===== config.mk =====
export PLATFORM = sky130hd
export DESIGN_NAME = usf_uart
export DESIGN_NICKNAME = d
export VERILOG_FILES = /design/src/usf_pkg.sv /design/src/usf_baud_gen.sv /design/src/usf_rx_frame.sv /design/src/usf_uart.sv
export SDC_FILE = /design/constraint.sdc
export NUM_CORES = 1
export LEC_CHECK = 0
export ABC_AREA = 1
export ABC_CLOCK_PERIOD_IN_PS = 6000
export BUFFER_PORTS_ARGS = -buffer_cell sky130_fd_sc_hd__buf_2
export CORE_MARGIN = 3
export CORE_UTILIZATION = 30
export CTS_CLUSTER_SIZE = 20
export DETAILED_ROUTE_END_ITERATION = 7
export PLACE_DENSITY = 0.44
export SLEW_MARGIN = 20
export SYNTH_ARGS = -nofsm -noshare
export SYNTH_HDL_FRONTEND = slang
export SYNTH_SLANG_ARGS = --single-unit

===== constraint.sdc =====
create_clock -name sys_clk -period 6 [get_ports sys_clk]
set_input_delay 0.6 -clock sys_clk [delete_from_list [all_inputs] [get_ports sys_clk]]
set_output_delay 0.6 -clock sys_clk [all_outputs]
set_load 0.03 [all_outputs]

===== src/usf_pkg.sv =====
// Package for the serial port status, flag and baud divisor block.
// Assumes a single 40 MHz system clock and byte addressed registers.
package usf_pkg;

	// Clock and oversampling figures
	localparam int USF_CLK_HZ     = 40000000;
	localparam int USF_OVERSAMPLE = 16;
	localparam int USF_FRAC_STEPS = 64;

	// Register byte offsets
	localparam logic [7:0] USF_A_DATA  = 8'h00;
	localparam logic [7:0] USF_A_RSTAT = 8'h04;
	localparam logic [7:0] USF_A_FLAGS = 8'h18;
	localparam logic [7:0] USF_A_INFRA = 8'h20;
	localparam logic [7:0] USF_A_BDI   = 8'h24;
	localparam logic [7:0] USF_A_BDF   = 8'h28;
	localparam logic [7:0] USF_A_LINE  = 8'h2c;
	localparam logic [7:0] USF_A_CTRL  = 8'h30;

	// Receive status bit positions
	localparam int USF_RS_OE = 3;
	localparam int USF_RS_BE = 2;
	localparam int USF_RS_PE = 1;
	localparam int USF_RS_FE = 0;

	// Line flag bit positions
	localparam int USF_FL_TX_EMPTY_FLAG = 7;
	localparam int USF_FL_RX_FULL_FLAG = 6;
	localparam int USF_FL_TX_FULL_FLAG = 5;
	localparam int USF_FL_RX_EMPTY_FLAG = 4;
	localparam int USF_FL_BUSY = 3;
	localparam int USF_FL_CTS  = 0;

	// Reset values
	localparam logic [15:0] USF_DIVI_RST = 16'h0000;
	localparam logic [5:0]  USF_DIVF_RST = 6'h00;
	localparam logic [7:0]  USF_LINE_RST = 8'h00;
	localparam logic        USF_CTRL_RST = 1'h0;

	// Line control layout, bit 7 down to bit 0
	typedef struct packed {
		logic       stick_parity_select;
		logic [1:0] wlen;
		logic       fifo_enable_bit;
		logic       stp2;
		logic       even_parity_select;
		logic       pen;
		logic       brk;
	} usf_line_t;

	// One received character with its error status
	typedef struct packed {
		logic       be;
		logic       pe;
		logic       fe;
		logic [7:0] data;
	} usf_char_t;

	// Parity bit sent or expected for a data byte
	function automatic logic usf_par_bit(input logic [7:0] d,
		input usf_line_t c);
		if (c.stick_parity_select)
			return ~c.even_parity_select;
		return c.even_parity_select ? ^d : ~^d;
	endfunction

	// Index of the last data bit, five to eight bits
	function automatic logic [2:0] usf_last_bit(input usf_line_t c);
		return 3'h4 + {1'b0, c.wlen};
	endfunction

endpackage


===== src/usf_baud_gen.sv =====
// Oversampling enable generator from the integer and fractional divisor.
// Assumes the caller raises load_ok only between characters.
`timescale 1ns/1ps
module usf_baud_gen import usf_pkg::*; (
	input  wire logic        sys_clk,
	input  wire logic        rst_n,
	input  wire logic [15:0] div_int,
	input  wire logic [5:0]  div_frac,
	input  wire logic        load_ok,
	output logic             tick16
);
	localparam logic [22:0] STEP = 23'(USF_FRAC_STEPS);

	logic [21:0] div_act_r;
	logic [22:0] acc_r;
	logic [22:0] acc_sum;

	// Divisor in use changes only between characters
	always_ff @(posedge sys_clk or negedge rst_n) begin
		if (!rst_n)
			div_act_r <= {USF_DIVI_RST, USF_DIVF_RST};
		else if (load_ok)
			div_act_r <= {div_int, div_frac};
	end

	assign acc_sum = acc_r + STEP;

	// Fractional accumulator in sixty-fourths, one tick per divisor
	always_ff @(posedge sys_clk or negedge rst_n) begin
		if (!rst_n) begin
			acc_r  <= 23'h0;
			tick16 <= 1'b0;
		end else if (load_ok && {div_int, div_frac} != div_act_r) begin
			acc_r  <= 23'h0; // Old residue would burst ticks
			tick16 <= 1'b0;
		end else if (div_act_r[21:6] == 16'h0000) begin
			acc_r  <= 23'h0; // Stopped while integer part is zero
			tick16 <= 1'b0;
		end else if (acc_sum >= {1'b0, div_act_r}) begin
			acc_r  <= acc_sum - {1'b0, div_act_r};
			tick16 <= 1'b1;
		end else begin
			acc_r  <= acc_sum;
			tick16 <= 1'b0;
		end
	end
endmodule // usf_baud_gen


===== src/usf_rx_frame.sv =====
// Receive framer: samples the line at sixteen ticks per bit.
// Assumes rxd is already synchronised to sys_clk.
`timescale 1ns/1ps
module usf_rx_frame import usf_pkg::*; (
	input  wire logic sys_clk,
	input  wire logic rst_n,
	input  wire logic tick16,
	input  wire logic rxd,
	input  usf_line_t cfg,
	output usf_char_t char_o,
	output logic      stb,
	output logic      idle
);
	typedef enum logic [2:0] {
		RX_IDLE, RX_START, RX_DATA, RX_PAR, RX_STOP, RX_HOLD
	} usf_rx_st_t;

	usf_rx_st_t st_r;
	logic [3:0] cnt_r;
	logic [2:0] bit_r;
	logic [7:0] sh_r;
	logic       par_r;
	logic       zero_r;
	logic       brk;

	assign idle = (st_r == RX_IDLE) || (st_r == RX_HOLD);
	assign brk  = zero_r && !rxd;

	// Frame state machine
	always_ff @(posedge sys_clk or negedge rst_n) begin
		if (!rst_n) begin
			st_r   <= RX_IDLE;
			cnt_r  <= 4'h0;
			bit_r  <= 3'h0;
			sh_r   <= 8'h00;
			par_r  <= 1'b0;
			zero_r <= 1'b0;
			stb    <= 1'b0;
			char_o <= '0;
		end else begin
			stb <= 1'b0;
			if (tick16) begin
				cnt_r <= cnt_r + 4'h1;
				case (st_r)
				RX_IDLE: begin
					cnt_r <= 4'h0;
					if (!rxd)
						st_r <= RX_START;
				end
				RX_START: if (cnt_r == 4'h7) begin
					cnt_r  <= 4'h0;
					bit_r  <= 3'h0;
					sh_r   <= 8'h00;
					zero_r <= 1'b1;
					st_r   <= rxd ? RX_IDLE : RX_DATA;
				end
				RX_DATA: if (cnt_r == 4'hf) begin
					sh_r[bit_r] <= rxd;
					zero_r      <= zero_r & ~rxd;
					bit_r       <= bit_r + 3'h1;
					if (bit_r == usf_last_bit(cfg))
						st_r <= cfg.pen ? RX_PAR : RX_STOP;
				end
				RX_PAR: if (cnt_r == 4'hf) begin
					par_r  <= rxd;
					zero_r <= zero_r & ~rxd;
					st_r   <= RX_STOP;
				end
				RX_STOP: if (cnt_r == 4'hf) begin
					stb         <= 1'b1;
					char_o.be   <= brk;
					char_o.fe   <= !rxd;
					char_o.pe   <= cfg.pen && !brk &&
						(par_r != usf_par_bit(sh_r, cfg));
					char_o.data <= brk ? 8'h00 : sh_r;
					st_r        <= rxd ? RX_IDLE : RX_HOLD;
				end
				RX_HOLD: if (rxd)
					st_r <= RX_IDLE;
				default: st_r <= RX_IDLE;
				endcase
			end
		end
	end
endmodule // usf_rx_frame


===== src/usf_uart.sv =====
// Serial port with receive status, line flags and baud divisor.
// Assumes an Avalon-MM master on sys_clk and raw serial pins.
//
// The address map and the Avalon-MM register port were left to the implementer.
`timescale 1ns/1ps
module usf_uart import usf_pkg::*; #(
	parameter int RX_DEPTH = 16,
	parameter int TX_DEPTH = 16
) (
	input  wire logic        sys_clk,
	input  wire logic        rst_n,
	input  wire logic [7:0]  avs_address,
	input  wire logic        avs_read,
	input  wire logic        avs_write,
	input  wire logic [31:0] avs_writedata,
	input  wire logic [3:0]  avs_byteenable,
	output logic      [31:0] avs_readdata,
	output logic             avs_waitrequest,
	input  wire logic        rx_line,
	output logic             tx_line,
	input  wire logic        clear_to_send_input_n
);
	localparam int RW = $clog2(RX_DEPTH);
	localparam int TW = $clog2(TX_DEPTH);
	localparam logic [RW:0] RX_CAP = (RW + 1)'(RX_DEPTH);
	localparam logic [TW:0] TX_CAP = (TW + 1)'(TX_DEPTH);

	// Depths must be powers of two so the pointers wrap
	if (RX_DEPTH < 2 || (RX_DEPTH & (RX_DEPTH - 1)) != 0)
		$error("RX_DEPTH must be a power of two of at least 2");
	if (TX_DEPTH < 2 || (TX_DEPTH & (TX_DEPTH - 1)) != 0)
		$error("TX_DEPTH must be a power of two of at least 2");

	typedef enum logic [2:0] {
		TX_IDLE, TX_START, TX_DATA, TX_PAR, TX_STOP
	} usf_tx_st_t;

	logic        rxd_s1_r, rxd_s2_r, cts_s1_r, cts_s2_r;
	logic        ack_r, req, go, wr_go, rd_go;
	usf_line_t   line_r;
	logic        en_r;
	logic [15:0] divi_r;
	logic [5:0]  divf_r;
	logic [2:0]  rs_r;
	logic        oe_r;
	logic [31:0] rd_mux;
	logic [7:0]  flags;
	logic        tick16, rx_stb, rx_idle, busy;
	usf_char_t   rx_char, rx_head;

	usf_char_t   rx_mem_r [RX_DEPTH];
	logic [RW-1:0] rx_wp_r, rx_rp_r;
	logic [RW:0] rx_cnt_r;
	logic        rx_full, rx_empty, rx_push, rx_pop, rx_ovf;

	logic [7:0]  tx_mem_r [TX_DEPTH];
	logic [TW-1:0] tx_wp_r, tx_rp_r;
	logic [TW:0] tx_cnt_r;
	logic        tx_full, tx_empty, tx_push, tx_pop;

	usf_tx_st_t  tx_st_r;
	logic [3:0]  tx_c16_r;
	logic [2:0]  tx_bit_r;
	logic [7:0]  tx_sh_r;
	logic        tx_stop2_r, txd_r;

	// Two-stage synchronisers for the serial and modem pins
	always_ff @(posedge sys_clk or negedge rst_n) begin
		if (!rst_n) begin
			rxd_s1_r <= 1'b1;
			rxd_s2_r <= 1'b1;
			cts_s1_r <= 1'b1;
			cts_s2_r <= 1'b1;
		end else begin
			rxd_s1_r <= rx_line;
			rxd_s2_r <= rxd_s1_r;
			cts_s1_r <= clear_to_send_input_n;
			cts_s2_r <= cts_s1_r;
		end
	end

	// Bus slave: one wait cycle, access acts when waitrequest is low
	assign req             = avs_read | avs_write;
	assign avs_waitrequest = req & ~ack_r;
	assign go              = req & ack_r;
	assign wr_go           = go & avs_write;
	assign rd_go           = go & avs_read;

	always_ff @(posedge sys_clk or negedge rst_n) begin
		if (!rst_n)
			ack_r <= 1'b0;
		else
			ack_r <= req & ~ack_r;
	end

	// Read data captured in the wait cycle
	always_ff @(posedge sys_clk or negedge rst_n) begin
		if (!rst_n)
			avs_readdata <= 32'h0;
		else if (avs_read && !ack_r)
			avs_readdata <= rd_mux;
	end

	// Software registers; the infrared word has no storage at all
	always_ff @(posedge sys_clk or negedge rst_n) begin
		if (!rst_n) begin
			line_r <= usf_line_t'(USF_LINE_RST);
			en_r   <= USF_CTRL_RST;
			divi_r <= USF_DIVI_RST;
			divf_r <= USF_DIVF_RST;
		end else if (wr_go) begin
			case (avs_address)
			USF_A_LINE: if (avs_byteenable[0])
				line_r <= usf_line_t'(avs_writedata[7:0]);
			USF_A_CTRL: if (avs_byteenable[0])
				en_r <= avs_writedata[0];
			USF_A_BDI: begin
				if (avs_byteenable[0])
					divi_r[7:0] <= avs_writedata[7:0];
				if (avs_byteenable[1])
					divi_r[15:8] <= avs_writedata[15:8];
			end
			USF_A_BDF: if (avs_byteenable[0])
				divf_r <= avs_writedata[5:0];
			default: ;
			endcase
		end
	end

	// Oversampling enable; divisor reloads only between characters
	usf_baud_gen u_baud (
		.sys_clk  (sys_clk),
		.rst_n    (rst_n),
		.div_int  (divi_r),
		.div_frac (divf_r),
		.load_ok  (rx_idle && tx_st_r == TX_IDLE),
		.tick16   (tick16)
	);

	usf_rx_frame u_rx (
		.sys_clk (sys_clk),
		.rst_n   (rst_n),
		.tick16  (tick16),
		.rxd     (rxd_s2_r),
		.cfg     (line_r),
		.char_o  (rx_char),
		.stb     (rx_stb),
		.idle    (rx_idle)
	);

	// Receive queue: one entry deep unless FIFO mode is on
	assign rx_full  = rx_cnt_r >= (line_r.fifo_enable_bit ? RX_CAP : (RW + 1)'(1));
	assign rx_empty = rx_cnt_r == '0;
	assign rx_push  = rx_stb & en_r & ~rx_full;
	assign rx_ovf   = rx_stb & en_r & rx_full;
	assign rx_pop   = rd_go & (avs_address == USF_A_DATA) & ~rx_empty;
	assign rx_head  = rx_mem_r[rx_rp_r];

	always_ff @(posedge sys_clk) begin
		if (rx_push)
			rx_mem_r[rx_wp_r] <= rx_char;
	end

	always_ff @(posedge sys_clk or negedge rst_n) begin
		if (!rst_n) begin
			rx_wp_r  <= '0;
			rx_rp_r  <= '0;
			rx_cnt_r <= '0;
		end else begin
			if (rx_push)
				rx_wp_r <= rx_wp_r + RW'(1);
			if (rx_pop)
				rx_rp_r <= rx_rp_r + RW'(1);
			rx_cnt_r <= rx_cnt_r + (RW + 1)'(rx_push)
				- (RW + 1)'(rx_pop);
		end
	end

	// Status of the character last taken from the data register
	always_ff @(posedge sys_clk or negedge rst_n) begin
		if (!rst_n)
			rs_r <= 3'h0;
		else if (rx_pop)
			rs_r <= {rx_head.be, rx_head.pe, rx_head.fe};
		else if (wr_go && avs_address == USF_A_RSTAT)
			rs_r <= 3'h0;
	end

	// Overrun flag: set wins over any clear in the same cycle
	always_ff @(posedge sys_clk or negedge rst_n) begin
		if (!rst_n)
			oe_r <= 1'b0;
		else if (rx_ovf)
			oe_r <= 1'b1;
		else if (!rx_full)
			oe_r <= 1'b0;
		else if (wr_go && avs_address == USF_A_RSTAT)
			oe_r <= 1'b0;
	end

	// Transmit queue, fed by data register writes
	assign tx_full  = tx_cnt_r >= (line_r.fifo_enable_bit ? TX_CAP : (TW + 1)'(1));
	assign tx_empty = tx_cnt_r == '0;
	assign tx_push  = wr_go & (avs_address == USF_A_DATA)
		& avs_byteenable[0] & ~tx_full;
	assign tx_pop   = (tx_st_r == TX_IDLE) & en_r & ~tx_empty;

	always_ff @(posedge sys_clk) begin
		if (tx_push)
			tx_mem_r[tx_wp_r] <= avs_writedata[7:0];
	end

	always_ff @(posedge sys_clk or negedge rst_n) begin
		if (!rst_n) begin
			tx_wp_r  <= '0;
			tx_rp_r  <= '0;
			tx_cnt_r <= '0;
		end else begin
			if (tx_push)
				tx_wp_r <= tx_wp_r + TW'(1);
			if (tx_pop)
				tx_rp_r <= tx_rp_r + TW'(1);
			tx_cnt_r <= tx_cnt_r + (TW + 1)'(tx_push)
				- (TW + 1)'(tx_pop);
		end
	end

	// Transmit shifter: start, data, optional parity, one or two stops
	always_ff @(posedge sys_clk or negedge rst_n) begin
		if (!rst_n) begin
			tx_st_r    <= TX_IDLE;
			tx_c16_r   <= 4'h0;
			tx_bit_r   <= 3'h0;
			tx_sh_r    <= 8'h00;
			tx_stop2_r <= 1'b0;
			txd_r      <= 1'b1;
		end else begin
			case (tx_st_r)
			TX_IDLE: begin
				txd_r    <= ~line_r.brk; // Held low while break is set
				tx_c16_r <= 4'h0;
				if (tx_pop) begin
					tx_sh_r <= tx_mem_r[tx_rp_r];
					txd_r   <= 1'b0;
					tx_st_r <= TX_START;
				end
			end
			default: if (tick16) begin
				tx_c16_r <= tx_c16_r + 4'h1;
				if (tx_c16_r == 4'hf) begin
					case (tx_st_r)
					TX_START: begin
						tx_bit_r <= 3'h0;
						txd_r    <= tx_sh_r[0];
						tx_st_r  <= TX_DATA;
					end
					TX_DATA: if (tx_bit_r == usf_last_bit(line_r)) begin
						txd_r <= line_r.pen ?
							usf_par_bit(tx_sh_r, line_r) : 1'b1;
						tx_stop2_r <= line_r.stp2;
						tx_st_r    <= line_r.pen ? TX_PAR : TX_STOP;
					end else begin
						tx_bit_r <= tx_bit_r + 3'h1;
						txd_r    <= tx_sh_r[tx_bit_r + 3'h1];
					end
					TX_PAR: begin
						txd_r   <= 1'b1;
						tx_st_r <= TX_STOP;
					end
					TX_STOP: if (tx_stop2_r)
						tx_stop2_r <= 1'b0;
					else
						tx_st_r <= TX_IDLE;
					default: tx_st_r <= TX_IDLE;
					endcase
				end
			end
			endcase
		end
	end

	assign tx_line = txd_r;
	assign busy    = ~tx_empty | (tx_st_r != TX_IDLE);

	// Line flags; unused modem bits read as zero
	always_comb begin
		flags              = 8'h00;
		flags[USF_FL_TX_EMPTY_FLAG] = tx_empty;
		flags[USF_FL_RX_FULL_FLAG] = rx_full;
		flags[USF_FL_TX_FULL_FLAG] = tx_full;
		flags[USF_FL_RX_EMPTY_FLAG] = rx_empty;
		flags[USF_FL_BUSY] = busy;
		flags[USF_FL_CTS]  = ~cts_s2_r;
	end

	// Read multiplexer; unmapped addresses read zero
	always_comb begin
		rd_mux = 32'h0;
		case (avs_address)
		USF_A_DATA: if (!rx_empty)
			rd_mux = {20'h0, oe_r, rx_head};
		USF_A_RSTAT: rd_mux = {28'h0, oe_r, rs_r};
		USF_A_FLAGS: rd_mux = {24'h0, flags};
		USF_A_INFRA: rd_mux = 32'h0;
		USF_A_BDI:   rd_mux = {16'h0, divi_r};
		USF_A_BDF:   rd_mux = {26'h0, divf_r};
		USF_A_LINE:  rd_mux = {24'h0, line_r};
		USF_A_CTRL:  rd_mux = {31'h0, en_r};
		default:     rd_mux = 32'h0;
		endcase
	end
endmodule // usf_uart


==> results.cfg <==
[clock_tree]
clock_path_buffers = 3
holdBufCountCts = 1
cts-root-buf = clkbuf_16
clk_latency_ns = 0.61
cts_resized = 0
cts.sinks = 484
cts_tree = done
htreeDepth = 2
cts-buffers-inserted = 57
postCtsSetupBuffers = 0
clk_pin_slew_worst_paths_ns = 0.06

[final_layout]
drive_above_1_share_pct = 9.346
syn_to_final_growth_pct = 13.73
fillerInstances = 7572
nets = 2416

[placement]
post-dp-hpwl_um = 39110
gp_congestion = 0.8316
portBuffers = 49

[global_route]
grt_pass1_vias = 15570
grt_usage_pct = 14.84
grt_max_degree = 75
antenna_found_initial = 0
gr-total-overflow = 0
grt_pass1_wl_um = 92230

[routing]
viasPerCell = 4.830
drtPass1Iterations = 5
antenna_left = 0
wl_per_cell_um = 17.84
drt_iter0_drc = 1200
vias = 16060
drc_errors = 0
wirelength_um = 59290

[setup_path]
crit_fanout = 30
timing.rr.start = u_baud.acc_r[8]$_DFF_PN0_
start_kind = flop
cp.required_ns = 6.50
worst-setup-path-type = flop to flop
reg2reg_setup_slack_ns = 2.46
r2r-end = u_baud.acc_r[16]$_DFF_PN0_
cp-startpoint = u_baud.acc_r[8]$_DFF_PN0_
reg2regPathDepth = 19
cp.arrival_ns = 4.03
crit_path_end_kind = flop

[synth]
synth-edff-count = 304
synth_area_leaders = edfxtp_1 40%, dfrtp_1 19%, nand2_1 6.3%
synth.avg_cell_area_um2 = 10.17
synthArstFlopShare_pct = 37.19
synth_area_um2 = 22870
synth_flop_cell = edfxtp_1
synth.top_cell.area_share_pct = 39.91
yosys.area.top_type = edfxtp_1
synth_seq_cells = 484
ys_warn_count = 0
netlist_instances = 2249
yosysUniqueCellTypes = 63
ys_seq_area_share_pct = 59.64

[worst_hold_path]
hold_path.class = input port to flop
min_to = rxd_s1_r$_DFF_PN1_
hold_start = rx_line
worstHoldPathCells = 1

[timing]
holdWs_ns = 0.1312
hold_viol = 0
finalClockSkew_ns = 0.02399
slew_violations = 0
grt_setup_unrepaired = no
period_share_pct = 58.98
setup_tns_ns = 0
period_needed_ns = 3.539
setup_viol = 0
tightestPinTransition_ns = 1.097
fmax_mhz = 282.6
maxSlewHeadroom_pct = 26.88

[die]
io_pins = 84
start_util_pct = 30.52
die_x_um = 282.1
die_area_um2 = 79580
core-area_um2 = 74950
rows = 100
dieHeight_um = 282.1

[pwr]
power.leakage_nw = 10.60
ir_drop_mv = 0.2126
power.density_nw_per_um2 = 374.2

[flow_run]
maxCapViolations = 0

[status]
outcome = complete, no violations
report_power, final:
group,total (mW),leakage [nW],switching [mW],internal [mW]
sequential,3.81,5.09,0.127,3.68
combinational,2.48,4.59,1.69,0.788
clock,3.45,0.919,1.41,2.04
area by class of cell:
cell class | count | area (um2) | area share, %
tap | 969 | 1212 | 4.661
clock inverter | 35 | 326.6 | 1.256
inverter | 225 | 848.3 | 3.262
sequential | 484 | 13640 | 52.45
antenna | 1 | 2.502 | 0.009621
timing repair buffer | 75 | 451.7 | 1.737
multi-input combinational | 1463 | 7984 | 30.70
clock buffer | 72 | 1543 | 5.931
routing by layer:
layer | wire length, um | share of wire, % | track usage [%]
met5 | 0 | 0 | 0
met4 | 1170 | 2.0 | 3.665
met3 | 2564 | 4.3 | 2.146
met2 | 26740 | 45 | 23.60
met1 | 28820 | 49 | 21.32
how the worst max path moves through the flow:
stage	to	slack, ns	cells after the start
2_1_floorplan	rx_cnt_r[4]$_DFF_PN0_	3.14	15
3_3_place_gp	u_baud.acc_r[19]$_DFF_PN0_	2.09	19
3_5_place_dp	rx_cnt_r[4]$_DFF_PN0_	2.41	16
4_1_cts	u_baud.acc_r[9]$_DFF_PN0_	2.41	19
5_1_grt	u_baud.acc_r[8]$_DFF_PN0_	1.97	19
6_report	u_baud.acc_r[16]$_DFF_PN0_	2.46	19
worst max-delay path: stages, from the launching register on:
cell and delay, ns:
dfrtp_1 0.37, nand3_1 0.11, nor2_1 0.18, nand4_1 0.22
inv_1 0.22, nand3_1 0.11, xor2_1 0.19, inv_1 0.10
ha_1 0.36, nand2_1 0.16, inv_1 0.07, nand2_1 0.11
nor2_1 0.05, nand4_1 0.10, and2b_2 0.17, nand3_2 0.09
nor2_4 0.57, nand2_1 0.11, nand2_1 0.09, nor2_1 0.06
placed cells by master, fill, tap and decap left out, types with 5 or more instances in the layout:
cell	count
a21o_1	5
a21oi_1	61
a31oi_1	16
buf_2	48
buf_4	25
bufinv_16	5
clkbuf_1	9
clkbuf_16	57
clkbuf_8	7
clkinv_1	16
clkinv_2	11
conb_1	16
dfrtp_1	173
dfstp_2	5
edfxtp_1	304
ha_1	57
inv_1	215
mux2_2	10
mux2i_1	23
nand2_1	386
nand3_1	90
nand4_1	30
nor2_1	297
nor2_2	12
nor2_4	6
nor3_1	8
o211ai_1	39
o21ai_0	220
o21bai_1	5
o221ai_1	43
o22ai_1	12
o32ai_1	11
xnor2_1	23
xor2_1	48
kinds of logic (layout without fill, tap and decap cells):
family	count (synthesis)	in the layout	share of synthesized area (%)
multiplexers	33	33	1.499
XOR/XNOR	71	71	2.719
adder cells (fa/ha/maj)	60	60	3.381
buffers and inverters	317	407	5.766
AO/OA/AOI/OAI	430	430	11.26
other	1	17	0.01640
flip-flops	484	484	59.64
AND/OR/NAND/NOR	853	853	15.72
Yosys cell counts (8+ instances only):
library cell / number
clkbuf_1: 50
edfxtp_1: 304
nand4_1: 30
a21oi_1: 61
dfrtp_1: 175
nor3_1: 8
buf_4: 17
mux2_2: 10
nand2_1: 386
o22ai_1: 12
o211ai_1: 39
xnor2_1: 23
o221ai_1: 43
buf_2: 16
mux2i_1: 23
nand3_1: 90
xor2_1: 48
a31oi_1: 16
ha_1: 57
o32ai_1: 11
o21ai_0: 220
nor2_2: 9
nor2_1: 301
inv_1: 215
stage by stage:
step                      util [%]  power [mW]  setup WS (ns)  std cells  area [um2]
after global placement       32.17       6.376          2.087       3215       24110
after global routing         34.70       10.35          1.968       3323       26010
final                        34.70       9.733          2.461       3324       26010
after detailed placement     32.19       6.376          2.412       3215       24130
after CTS                    34.70       9.876          2.415       3323       26000
after floorplan                  -       5.785          3.143       2264       22930
registers in the layout, indices dropped and copies added, names as in the netlist, 4 cells and up:
name,count
rx_mem_r,176
tx_mem_r,128
u_baud.acc_r,23
u_baud.div_act_r,22
avs_readdata,16
divi_r,16
u_rx.char_o,11
line_r,8
tx_sh_r,8
u_rx.sh_r,8
divf_r,6
rx_cnt_r,5
tx_cnt_r,5
rx_rp_r,4
rx_wp_r,4
tx_c16_r,4
tx_rp_r,4
tx_wp_r,4
u_rx.cnt_r,4
(Power assumes the default switching activity.)
